===== config.mk =====
export PLATFORM = sky130hd
export DESIGN_NAME = ptcw_top
export DESIGN_NICKNAME = d
export VERILOG_FILES = /design/src/shared/ptcw_pkg.sv /design/src/verilog/ptcw_ps2_timer.sv /design/src/verilog/ptcw_top.sv
export SDC_FILE = /design/constraint.sdc
export NUM_CORES = 1
export LEC_CHECK = 0
export BUFFER_PORTS_ARGS = -buffer_cell sky130_fd_sc_hd__buf_4
export CAP_MARGIN = 30
export CORE_MARGIN = 8
export CORE_UTILIZATION = 45
export CTS_BUF_LIST = sky130_fd_sc_hd__clkbuf_8
export CTS_CLUSTER_DIAMETER = 60
export DETAILED_ROUTE_END_ITERATION = 6
export PLACE_DENSITY = 0.8
export SYNTH_ARGS = -nofsm -noshare
export SYNTH_HDL_FRONTEND = slang
export SYNTH_SLANG_ARGS = --single-unit

===== constraint.sdc =====
create_clock -name aclk -period 1.73 [get_ports aclk]
set_clock_uncertainty 0.05 [all_clocks]
set_input_delay 0.173 -clock aclk [delete_from_list [all_inputs] [get_ports aclk]]
set_output_delay 0.173 -clock aclk [all_outputs]
set_load 0.01 [all_outputs]

===== src/shared/ptcw_pkg.sv =====
package ptcw_pkg;
  // register byte addresses
  localparam logic [3:0] ADDR_BTC3       = 4'h0;
  localparam logic [3:0] ADDR_CTRL       = 4'h4;
  // bit timing config three fields
  localparam int         SOF_SEL_BIT     = 7;
  localparam int         WAKE_FILT_BIT   = 6;
  localparam int         PHSEG_MSB       = 2;
  localparam int         PHSEG_LSB       = 0;
  localparam logic [7:0] BTC3_WMASK      = 8'hC7;
  localparam logic [7:0] BTC3_RESET      = 8'h00;
  // controller control fields
  localparam int         OUT_CLK_EN_BIT  = 2;
  localparam logic [7:0] CTRL_WMASK      = 8'h04;
  localparam logic [7:0] CTRL_RESET      = 8'h00;
  // bus answers
  localparam logic [1:0] RESP_OKAY       = 2'h0;
  localparam logic [1:0] RESP_SLVERR     = 2'h2;
  // timing
  localparam int         CLK_PERIOD_NS   = 8;
  localparam int         WAKE_FILTER_NS  = 50;
  localparam int         WAKE_FILTER_CYC =
    (WAKE_FILTER_NS + CLK_PERIOD_NS - 1) / CLK_PERIOD_NS;
  localparam int         OUT_HALF_CYC    = 1;
endpackage


===== src/verilog/ptcw_ps2_timer.sv =====
`timescale 1ns/1ps
`default_nettype none
module ptcw_phase_two_timer
(
  input  wire logic       aclk,
  input  wire logic       aresetn,
  input  wire logic       time_quantum_tick,
  input  wire logic       start,
  input  wire logic [2:0] length_field,
  output var  logic       busy,
  output var  logic       done
);
  logic [3:0] cnt_reg;

  // phase segment two lasts field plus one quanta
  always_ff @(posedge aclk)
  begin
    if (!aresetn)
    begin
      cnt_reg <= 4'h0;
      busy    <= 1'b0;
      done    <= 1'b0;
    end
    else
    begin
      done <= 1'b0;
      if (start)
      begin
        cnt_reg <= {1'b0, length_field} + 4'h1;
        busy    <= 1'b1;
      end
      else if (busy && time_quantum_tick)
      begin
        cnt_reg <= cnt_reg - 4'h1;
        if (cnt_reg == 4'h1)
        begin
          busy <= 1'b0;
          done <= 1'b1;
        end
      end
    end
  end

  property p_phase_two_load;
    @(posedge aclk) disable iff (!aresetn)
    start |=> (cnt_reg == {1'b0, $past(length_field)} + 4'h1) && busy;
  endproperty
  a_phase_two_load: assert property (p_phase_two_load)
    else $error("phase two length not field plus one");

  cover property (@(posedge aclk) disable iff (!aresetn) done);
endmodule
`default_nettype wire


===== src/verilog/ptcw_top.sv =====
// Local design decisions: the AXI4-Lite slave port and the address map.
`timescale 1ns/1ps
`default_nettype none
module ptcw_top
#(
  parameter int WAKE_CYCLES = ptcw_pkg::WAKE_FILTER_CYC,
  parameter int CLK_HALF    = ptcw_pkg::OUT_HALF_CYC
)
(
  input  wire logic        aclk,
  input  wire logic        aresetn,
  input  wire logic [3:0]  s_axi_awaddr,
  input  wire logic        s_axi_awvalid,
  output var  logic        s_axi_awready,
  input  wire logic [31:0] s_axi_wdata,
  input  wire logic [3:0]  s_axi_wstrb,
  input  wire logic        s_axi_wvalid,
  output var  logic        s_axi_wready,
  output var  logic [1:0]  s_axi_bresp,
  output var  logic        s_axi_bvalid,
  input  wire logic        s_axi_bready,
  input  wire logic [3:0]  s_axi_araddr,
  input  wire logic        s_axi_arvalid,
  output var  logic        s_axi_arready,
  output var  logic [31:0] s_axi_rdata,
  output var  logic [1:0]  s_axi_rresp,
  output var  logic        s_axi_rvalid,
  input  wire logic        s_axi_rready,
  input  wire logic        frame_start_pulse,
  input  wire logic        time_quantum_tick,
  input  wire logic        phase_two_start,
  input  wire logic        wake_pin,
  output var  logic        clock_output_pin,
  output var  logic        wake_event,
  output var  logic        phase_two_busy,
  output var  logic        phase_two_done
);
  if (WAKE_CYCLES < 1 || WAKE_CYCLES > 255 || CLK_HALF < 1 || CLK_HALF > 255)
  begin : g_param_check
    $error("WAKE_CYCLES or CLK_HALF out of range");
  end
  logic [7:0] btc3_reg;
  logic [7:0] ctrl_reg;
  logic [3:0] awaddr_reg;
  logic [7:0] wdata_reg;
  logic       wstrb0_reg;
  logic       aw_full_reg;
  logic       w_full_reg;
  logic       do_write;
  logic       clock_output_enable;
  logic       frame_start_sel;
  logic       wake_filter_enable;
  logic [2:0] phase_segment_two_length;
  assign do_write                 = aw_full_reg && w_full_reg && !s_axi_bvalid;
  assign clock_output_enable      = ctrl_reg[ptcw_pkg::OUT_CLK_EN_BIT];
  assign frame_start_sel          = btc3_reg[ptcw_pkg::SOF_SEL_BIT];
  assign wake_filter_enable       = btc3_reg[ptcw_pkg::WAKE_FILT_BIT];
  assign phase_segment_two_length =
    btc3_reg[ptcw_pkg::PHSEG_MSB:ptcw_pkg::PHSEG_LSB];
  ////////////////////////////////////////////////////////////////////////////
  // write channels
  always_ff @(posedge aclk)
  begin
    if (!aresetn)
    begin
      s_axi_awready <= 1'b1;
      s_axi_wready  <= 1'b1;
      s_axi_bvalid  <= 1'b0;
      s_axi_bresp   <= ptcw_pkg::RESP_OKAY;
      aw_full_reg   <= 1'b0;
      w_full_reg    <= 1'b0;
      awaddr_reg    <= 4'h0;
      wdata_reg     <= 8'h00;
      wstrb0_reg    <= 1'b0;
    end
    else
    begin
      if (s_axi_awvalid && s_axi_awready)
      begin
        aw_full_reg   <= 1'b1;
        s_axi_awready <= 1'b0;
        awaddr_reg    <= s_axi_awaddr;
      end
      if (s_axi_wvalid && s_axi_wready)
      begin
        w_full_reg   <= 1'b1;
        s_axi_wready <= 1'b0;
        wdata_reg    <= s_axi_wdata[7:0];
        wstrb0_reg   <= s_axi_wstrb[0];
      end
      if (do_write)
      begin
        s_axi_bvalid <= 1'b1;
        if (awaddr_reg == ptcw_pkg::ADDR_BTC3 ||
            awaddr_reg == ptcw_pkg::ADDR_CTRL)
          s_axi_bresp <= ptcw_pkg::RESP_OKAY;
        else
          s_axi_bresp <= ptcw_pkg::RESP_SLVERR;
      end
      if (s_axi_bvalid && s_axi_bready)
      begin
        s_axi_bvalid  <= 1'b0;
        aw_full_reg   <= 1'b0;
        w_full_reg    <= 1'b0;
        s_axi_awready <= 1'b1;
        s_axi_wready  <= 1'b1;
      end
    end
  end
  // register storage, unimplemented bits masked off
  always_ff @(posedge aclk)
  begin
    if (!aresetn)
    begin
      btc3_reg <= ptcw_pkg::BTC3_RESET;
      ctrl_reg <= ptcw_pkg::CTRL_RESET;
    end
    else if (do_write && wstrb0_reg)
    begin
      if (awaddr_reg == ptcw_pkg::ADDR_BTC3)
        btc3_reg <= wdata_reg & ptcw_pkg::BTC3_WMASK;
      if (awaddr_reg == ptcw_pkg::ADDR_CTRL)
        ctrl_reg <= wdata_reg & ptcw_pkg::CTRL_WMASK;
    end
  end
  ////////////////////////////////////////////////////////////////////////////
  // read channels
  always_ff @(posedge aclk)
  begin
    if (!aresetn)
    begin
      s_axi_arready <= 1'b1;
      s_axi_rvalid  <= 1'b0;
      s_axi_rdata   <= 32'h00000000;
      s_axi_rresp   <= ptcw_pkg::RESP_OKAY;
    end
    else if (s_axi_arvalid && s_axi_arready)
    begin
      s_axi_arready <= 1'b0;
      s_axi_rvalid  <= 1'b1;
      s_axi_rresp   <= ptcw_pkg::RESP_OKAY;
      if (s_axi_araddr == ptcw_pkg::ADDR_BTC3)
        s_axi_rdata <= {24'h000000, btc3_reg & ptcw_pkg::BTC3_WMASK};
      else if (s_axi_araddr == ptcw_pkg::ADDR_CTRL)
        s_axi_rdata <= {24'h000000, ctrl_reg};
      else
      begin
        s_axi_rdata <= 32'h00000000;
        s_axi_rresp <= ptcw_pkg::RESP_SLVERR;
      end
    end
    else if (s_axi_rvalid && s_axi_rready)
    begin
      s_axi_rvalid  <= 1'b0;
      s_axi_arready <= 1'b1;
    end
  end
  ////////////////////////////////////////////////////////////////////////////
  // clock output divider and pin select
  logic [7:0] div_cnt_reg;
  logic       div_q_reg;
  always_ff @(posedge aclk)
  begin
    if (!aresetn)
    begin
      div_cnt_reg <= 8'h00;
      div_q_reg   <= 1'b0;
    end
    else if (div_cnt_reg == 8'(CLK_HALF - 1))
    begin
      div_cnt_reg <= 8'h00;
      div_q_reg   <= !div_q_reg;
    end
    else
      div_cnt_reg <= div_cnt_reg + 8'h01;
  end
  always_ff @(posedge aclk)
  begin
    if (!aresetn || !clock_output_enable)
      clock_output_pin <= 1'b0;
    else if (frame_start_sel)
      clock_output_pin <= frame_start_pulse;
    else
      clock_output_pin <= div_q_reg;
  end
  ////////////////////////////////////////////////////////////////////////////
  // wake input sync and optional glitch filter
  logic       wake_meta_reg;
  logic       wake_sync_reg;
  logic [7:0] wake_cnt_reg;
  always_ff @(posedge aclk)
  begin
    if (!aresetn)
    begin
      wake_meta_reg <= 1'b0;
      wake_sync_reg <= 1'b0;
    end
    else
    begin
      wake_meta_reg <= wake_pin;
      wake_sync_reg <= wake_meta_reg;
    end
  end
  always_ff @(posedge aclk)
  begin
    if (!aresetn || !wake_sync_reg)
    begin
      wake_cnt_reg <= 8'h00;
      wake_event   <= 1'b0;
    end
    else
    begin
      if (wake_cnt_reg != 8'(WAKE_CYCLES))
        wake_cnt_reg <= wake_cnt_reg + 8'h01;
      if (wake_filter_enable)
        wake_event <= (wake_cnt_reg >= 8'(WAKE_CYCLES - 1));
      else
        wake_event <= 1'b1;
    end
  end
  ////////////////////////////////////////////////////////////////////////////
  ptcw_phase_two_timer u_phase_two_timer
  (
    .aclk              (aclk),
    .aresetn           (aresetn),
    .time_quantum_tick (time_quantum_tick),
    .start             (phase_two_start),
    .length_field      (phase_segment_two_length),
    .busy              (phase_two_busy),
    .done              (phase_two_done)
  );
  ////////////////////////////////////////////////////////////////////////////
  property p_sof_pin;
    @(posedge aclk) disable iff (!aresetn)
    (clock_output_enable && frame_start_sel)
      |=> clock_output_pin == $past(frame_start_pulse);
  endproperty
  a_sof_pin: assert property (p_sof_pin)
    else $error("pin not following frame start");
  property p_clk_pin;
    @(posedge aclk) disable iff (!aresetn)
    (clock_output_enable && !frame_start_sel)
      |=> clock_output_pin == $past(div_q_reg);
  endproperty
  a_clk_pin: assert property (p_clk_pin)
    else $error("pin not following divided clock");
  property p_pin_off;
    @(posedge aclk) disable iff (!aresetn)
    !clock_output_enable |=> !clock_output_pin;
  endproperty
  a_pin_off: assert property (p_pin_off)
    else $error("pin active while output disabled");
  property p_wake_raw;
    @(posedge aclk) disable iff (!aresetn)
    !wake_filter_enable |=> wake_event == $past(wake_sync_reg);
  endproperty
  a_wake_raw: assert property (p_wake_raw)
    else $error("unfiltered wake not passed through");
  property p_wake_filt;
    @(posedge aclk) disable iff (!aresetn)
    (WAKE_CYCLES > 1 && wake_filter_enable && $rose(wake_sync_reg))
      |=> !wake_event;
  endproperty
  a_wake_filt: assert property (p_wake_filt)
    else $error("filtered wake passed a short pulse");
  property p_read_zero;
    @(posedge aclk) disable iff (!aresetn)
    s_axi_rvalid |-> s_axi_rdata[5:3] == 3'h0;
  endproperty
  a_read_zero: assert property (p_read_zero)
    else $error("unimplemented bits read nonzero");
  property p_store;
    @(posedge aclk) disable iff (!aresetn)
    (do_write && wstrb0_reg && awaddr_reg == ptcw_pkg::ADDR_BTC3)
      |=> btc3_reg == ($past(wdata_reg) & ptcw_pkg::BTC3_WMASK);
  endproperty
  a_store: assert property (p_store)
    else $error("config write not stored as masked");
  cover property (@(posedge aclk) disable iff (!aresetn)
    clock_output_enable && frame_start_sel && clock_output_pin);
  cover property (@(posedge aclk) disable iff (!aresetn)
    wake_filter_enable && wake_event);
  cover property (@(posedge aclk) disable iff (!aresetn)
    s_axi_bvalid && s_axi_bready);
endmodule
`default_nettype wire


# Word level (Yosys, flattened, before mapping)
# Cells that the tools add are included.
[op_classes]
addsub = 4
mul = 0
n_div = 0
order_cmp = 1
eq_ne = 4
shifts = 0
muxes = 17
bitwise_logic = 2
reduce_logical = 29
[op_table]
columns = ["operator", "count"]
rows = [
  ["$add 8x1->8 const B", 2],
  ["$mux 1", 10],
  ["$logic_and 1x1->1", 9],
  ["$eq 4x3->1 const B", 2],
  ["$ge 8x3->1 const B", 1],
  ["$logic_not 4->1", 2],
  ["$logic_not 8->1", 1],
  ["$mux 4", 2],
  ["$mux 8", 1],
  ["$ne 8x3->1 const B", 1],
  ["$mux 2", 3],
  ["$reduce_and 2->1", 3],
  ["$reduce_bool 2->1", 3],
  ["$logic_not 1->1", 5],
  ["$add 3x1->4 const B", 1],
  ["$eq 4x1->1 const B", 1],
  ["$reduce_or 2->1", 2],
  ["$sub 4x1->4 const B", 1],
  ["$logic_or 1x1->1", 3],
  ["$mux 3", 1],
  ["$reduce_or 3->1", 1],
  ["$not 1->1", 2],
]
[totals]
regBits = 89
latch_bits = 0
ramBits = 0
rom_bits = 0
in_bits = 55
out_inout_bits = 45
wordCells = 82
memories = 0

# Depth between registers and ports, before layout
[logic_depth]
depth_word = 4
mapped_depth = 5
ltp_nobuf = 5

# Modules after synthesis
# From an unflattened synthesis, not the netlist that was laid out.
[unflattened]
cells_unflattened = 293
hier_area_um2 = 2597.5
[by_module_without_submodules]
columns = ["module", "instances", "cells_each", "area_each_um2", "seq_area_each_um2"]
rows = [
  ["ptcw_top", 1, 257, 2257.2, 1021.0],
  ["ptcw_phase_two_timer", 1, 36, 340.3, 120.1],
]

# Worst setup path after synthesis
# OpenSTA, ideal clock, no wires.
[synth_path]
kind = "register -> register"
from = "reg div_cnt_reg[0]"
to = "reg div_q_reg"
setup_ps = 70
t_arrival_ps = 1425
required_ps = 1610
setup_slack_ps = 185
path_stages_with_launch = 6
path_cell_list = "dfxtp_1 -> inv_1 -> ha_1 -> or4b_4 -> or3_1 -> a21oi_1"
[synth_via]
elab_chain_cells = 1
[synth_rtl]
columns = ["element", "line", "text"]
rows = [
  ["start, declared", "ptcw_top.sv:160", "logic [7:0] div_cnt_reg;"],
  ["start signal, assigned", "ptcw_top.sv:175", "div_cnt_reg <= div_cnt_reg + 8'h01;"],
  ["$logic_not 8->1", "ptcw_top.sv:169", "else if (div_cnt_reg == 8'(CLK_HALF - 1))"],
  ["end signal, assigned", "ptcw_top.sv:172", "div_q_reg <= !div_q_reg;"],
  ["end, declared", "ptcw_top.sv:161", "logic div_q_reg;"],
]
# No other way between the ends.
# A chain may end at the register's enable or synchronous reset.

# Worst setup path after layout
[layout_path]
from = "reg div_cnt_reg[1]"
to = "reg div_q_reg"
# Same word-level chain as after synthesis.

==> results_dict.tcl <==
set metrics [dict create \
    post-synth-top-area-fraction_pct 44.5 \
    clk_latency_ns 0.33 \
    h_tree_levels 3 \
    clk_path_buf_depth 2 \
    power_frac_clock_pct 39.6 \
    final-setup-viol-count 0 \
    placed_cells 399 \
    synthDominantAreaCellType "sky130_fd_sc_hd__dfxtp_1" \
    power_leakage_nw 1.24 \
    number_of_buffers_inserted_during_clock_tree_synthesis 9 \
    gr_overflow_total 0 \
    post-dp-hpwl_mm 3.84 \
    final_hold_viol_count 0 \
    cts.repair_timing.setup_buffer_count 0 \
    timing.critical_path.arrival_ns 1.82 \
    ys_top_cells_by_area "sky130_fd_sc_hd__dfxtp_1 45%, sky130_fd_sc_hd__buf_4 8.5%, sky130_fd_sc_hd__a21oi_1 5.9%, sky130_fd_sc_hd__nand2_1 4.7%, sky130_fd_sc_hd__nand3_1 4.1%" \
    total_iterations_of_the_first_detailed_routing_run 4 \
    cts_tree "done" \
    power.internal_mw 2.04 \
    number_of_antenna_violations_at_the_first_check_in_global_routing 0 \
    total_power_per_unit_cell_area_nw_per_um2 887 \
    detail_route.wl_per_cell_um 12.4 \
    detailroute.via_count 2059 \
    worstPathCellList "inv_1 -> ha_1 -> or4b_4 -> or3_1 -> a21oi_1" \
    rsz_0062_raised_after_global_routing "false" \
    postSynth.asyncResetShare_pct 0 \
    critPathCaptureType "flip-flop" \
    post-synth-top-count-cell "sky130_fd_sc_hd__dfxtp_1" \
    chipHeight_um 91.5 \
    synth_flop_cell "sky130_fd_sc_hd__dfxtp_1" \
    synth-edff-count 0 \
    route.final.wire_length_mm 5.15 \
    areaGrowthSynthToFinish_pct 18.0 \
    initial_core_util_pct 46.5 \
    timing.hold.worst.start "frame_start_pulse" \
    first_global_vias 1966 \
    post_synth_instance_area_um2 2560 \
    worstReg2RegStart "div_cnt_reg[1]" \
    path_class "flip-flop to flip-flop" \
    maximum_number_of_pins_on_one_net_before_global_route_repair 26 \
    yosys-top-cells-count "57 x sky130_fd_sc_hd__dfxtp_1, 32 x sky130_fd_sc_hd__nand2_1, 30 x sky130_fd_sc_hd__a21oi_1, 29 x sky130_fd_sc_hd__buf_4, 21 x sky130_fd_sc_hd__nand3_1" \
    synthesis.yosys.warnings 0 \
    max_cap_viol_count 0 \
    r2r.worst_path.cells 5 \
    io-pin-count 100 \
    root_buffer "sky130_fd_sc_hd__clkbuf_8" \
    post-layout-total-power_mw 2.68 \
    hold_path_class "input port to flip-flop" \
    setup_tns_ns 0 \
    clkTransAtPathRegs_ns 0.06 \
    antenna_left 0 \
    net-switching-power_uw 644 \
    synth-seq-cells 57 \
    ir_worst_vdd_mv 0.520 \
    cpPeakStageDelay_ns 0.46 \
    finalNetCount 401 \
    grt_first_pass_wirelength_mm 8.68 \
    finish.cell_count_without_fillers 416 \
    period_needed_ns 1.61 \
    synthesis.area_per_instance_um2 8.78 \
    tritoncts_num_sinks 57 \
    synthDistinctLibCells 43 \
    total_inserted_antenna_cells 0 \
    pwr-share-comb_pct 8.6 \
    min_period_over_period_pct 93.1 \
    initialDrtViolationCount 95 \
    holdPathStages 3 \
    drt_drc_violations_left 0 \
    crit_path_start_kind "flip-flop" \
    rr_endpoint "div_q_reg" \
    die_w_um 91.5 \
    timing.reg2reg.setup_slack_ns 0.12 \
    dieArea_um2 8360 \
    syn-instance-count 292 \
    sequential_fraction_of_the_synthesis_area_pct 44.5 \
    placement.setup.worst_slack_ns 0.120 \
    crit_fanout 5 \
    outcome "complete, no violations" \
    seqPwrFrac_pct 51.8 \
    worstPathRequired_ns 1.94 \
    slew_violations 0 \
    sw_frac_of_total_pct 24.0 \
    worst_slack_ns 0.120 \
    core_area_um2 5510 \
    filler_cell_count 501 \
    critical-path-slowest-cell "sky130_fd_sc_hd__or4b_4" \
    placementRows 27 \
    via_per_inst 4.95 \
    fmax_ghz 0.621 \
    globalplace.congestion 0.825 \
    grt_use_total_pct 12.6 \
    timing.hold.worst_endpoint "clock_output_pin" \
    final_layout_size_suffix_gt1_share_pct 18.3 \
    io_buffers 40 \
]
[placed cells by master (no fill, tap or decap), drive strengths merged, types with 2 or more instances in the layout]
master,n
dfxtp,57
buf,44
nand2,32
a21oi,30
conb,29
nand3,21
nor2,16
inv,14
o21ai,12
clkbuf,11
or3,8
mux2i,7
ha,7
nor3,4
a32oi,4
xnor2,4
nand4,3
and2,3
a211oi,3
nor3b,3
xor2,3
clkinv,3
and3b,2
nor2b,2
a41oi,2
a21boi,2
o21a,2
a311o,2
[metrics by stage]
stage / utilization (%) / hold WS [ns] / instance area [µm²]
2_1_floorplan: - / 0.223 / 2670
3_3_place_gp: 51.6 / 0.347 / 2840
3_5_place_dp: 51.6 / 0.352 / 2840
4_1_cts: 54.9 / 0.0281 / 3020
5_1_grt: 54.9 / 0.0392 / 3020
6_report: 54.9 / 0.0449 / 3020
[power by group through the flow]
stage	Combinational (mW)	Sequential, mW	Clock, mW
after floorplan	0.183	1.41	0
after CTS	0.230	1.39	1.10
after detailed placement	0.227	1.42	0
final	0.231	1.39	1.06
after global routing	0.259	1.40	1.18
after global placement	0.221	1.42	0
[timing repair]
| action | 4_1_cts | 5_1_grt |
|---|---|---|
| gates resized for setup | 0 | 0 |
| hold endpoints to repair | 1 | 0 |
| hold buffers | 1 | 0 |
[per-layer routing]
metal	vias to the layer above	GRT usage, %	part of all wire, %
met1	947	14.0	44
li1	1062	-	-
met3	7	5.60	6.5
met5	-	0	0
met2	43	20.3	49
met4	0	5.32	1.1
[critical path, delay by kind of cell (launching register included)]
family,cells,cell delay (ns)
AND/OR/NAND/NOR,2,0.82
AO/OA/AOI/OAI,1,0.14
buffers and inverters,1,0.06
flip-flops,1,0.35
adder cells (fa/ha/maj),1,0.12
[layout make-up]
| type | instances | area (µm²) | area share, % |
|---|---|---|---|
| clock buffer | 11 | 151 | 5.01 |
| clock inverter | 5 | 22.5 | 0.745 |
| inverter | 12 | 45.0 | 1.49 |
| multi-input combinational | 214 | 1230 | 40.8 |
| sequential | 57 | 1140 | 37.7 |
| tap | 72 | 90.1 | 2.98 |
| timing repair buffer | 45 | 340 | 11.3 |
[worst max path at each step]
stage	from	end	slack [ns]	cells past startpoint
4_1_cts	div_cnt_reg[1]	div_q_reg	0.11	5
3_3_place_gp	div_cnt_reg[1]	div_q_reg	0.15	5
2_1_floorplan	div_cnt_reg[0]	div_q_reg	0.18	5
3_5_place_dp	div_cnt_reg[1]	div_q_reg	0.12	5
5_1_grt	div_cnt_reg[1]	div_q_reg	0.02	5
6_report	div_cnt_reg[1]	div_q_reg	0.12	5
[logic make-up (layout without fill, tap and decap cells)]
| logic type | Yosys count | in the layout | share of synthesized area (%) |
|---|---|---|---|
| AOI/OAI and AO/OA | 62 | 62 | 14.8 |
| and+or+nand+nor | 101 | 101 | 20.0 |
| adders and majority gates | 7 | 7 | 3.42 |
| other | 1 | 29 | 0.146 |
| DFF | 57 | 57 | 44.5 |
| xor gates and xnor gates | 7 | 7 | 2.39 |
| buffers and inverters | 49 | 73 | 11.5 |
| muxes | 8 | 8 | 3.17 |
(Power assumes the default switching activity.)
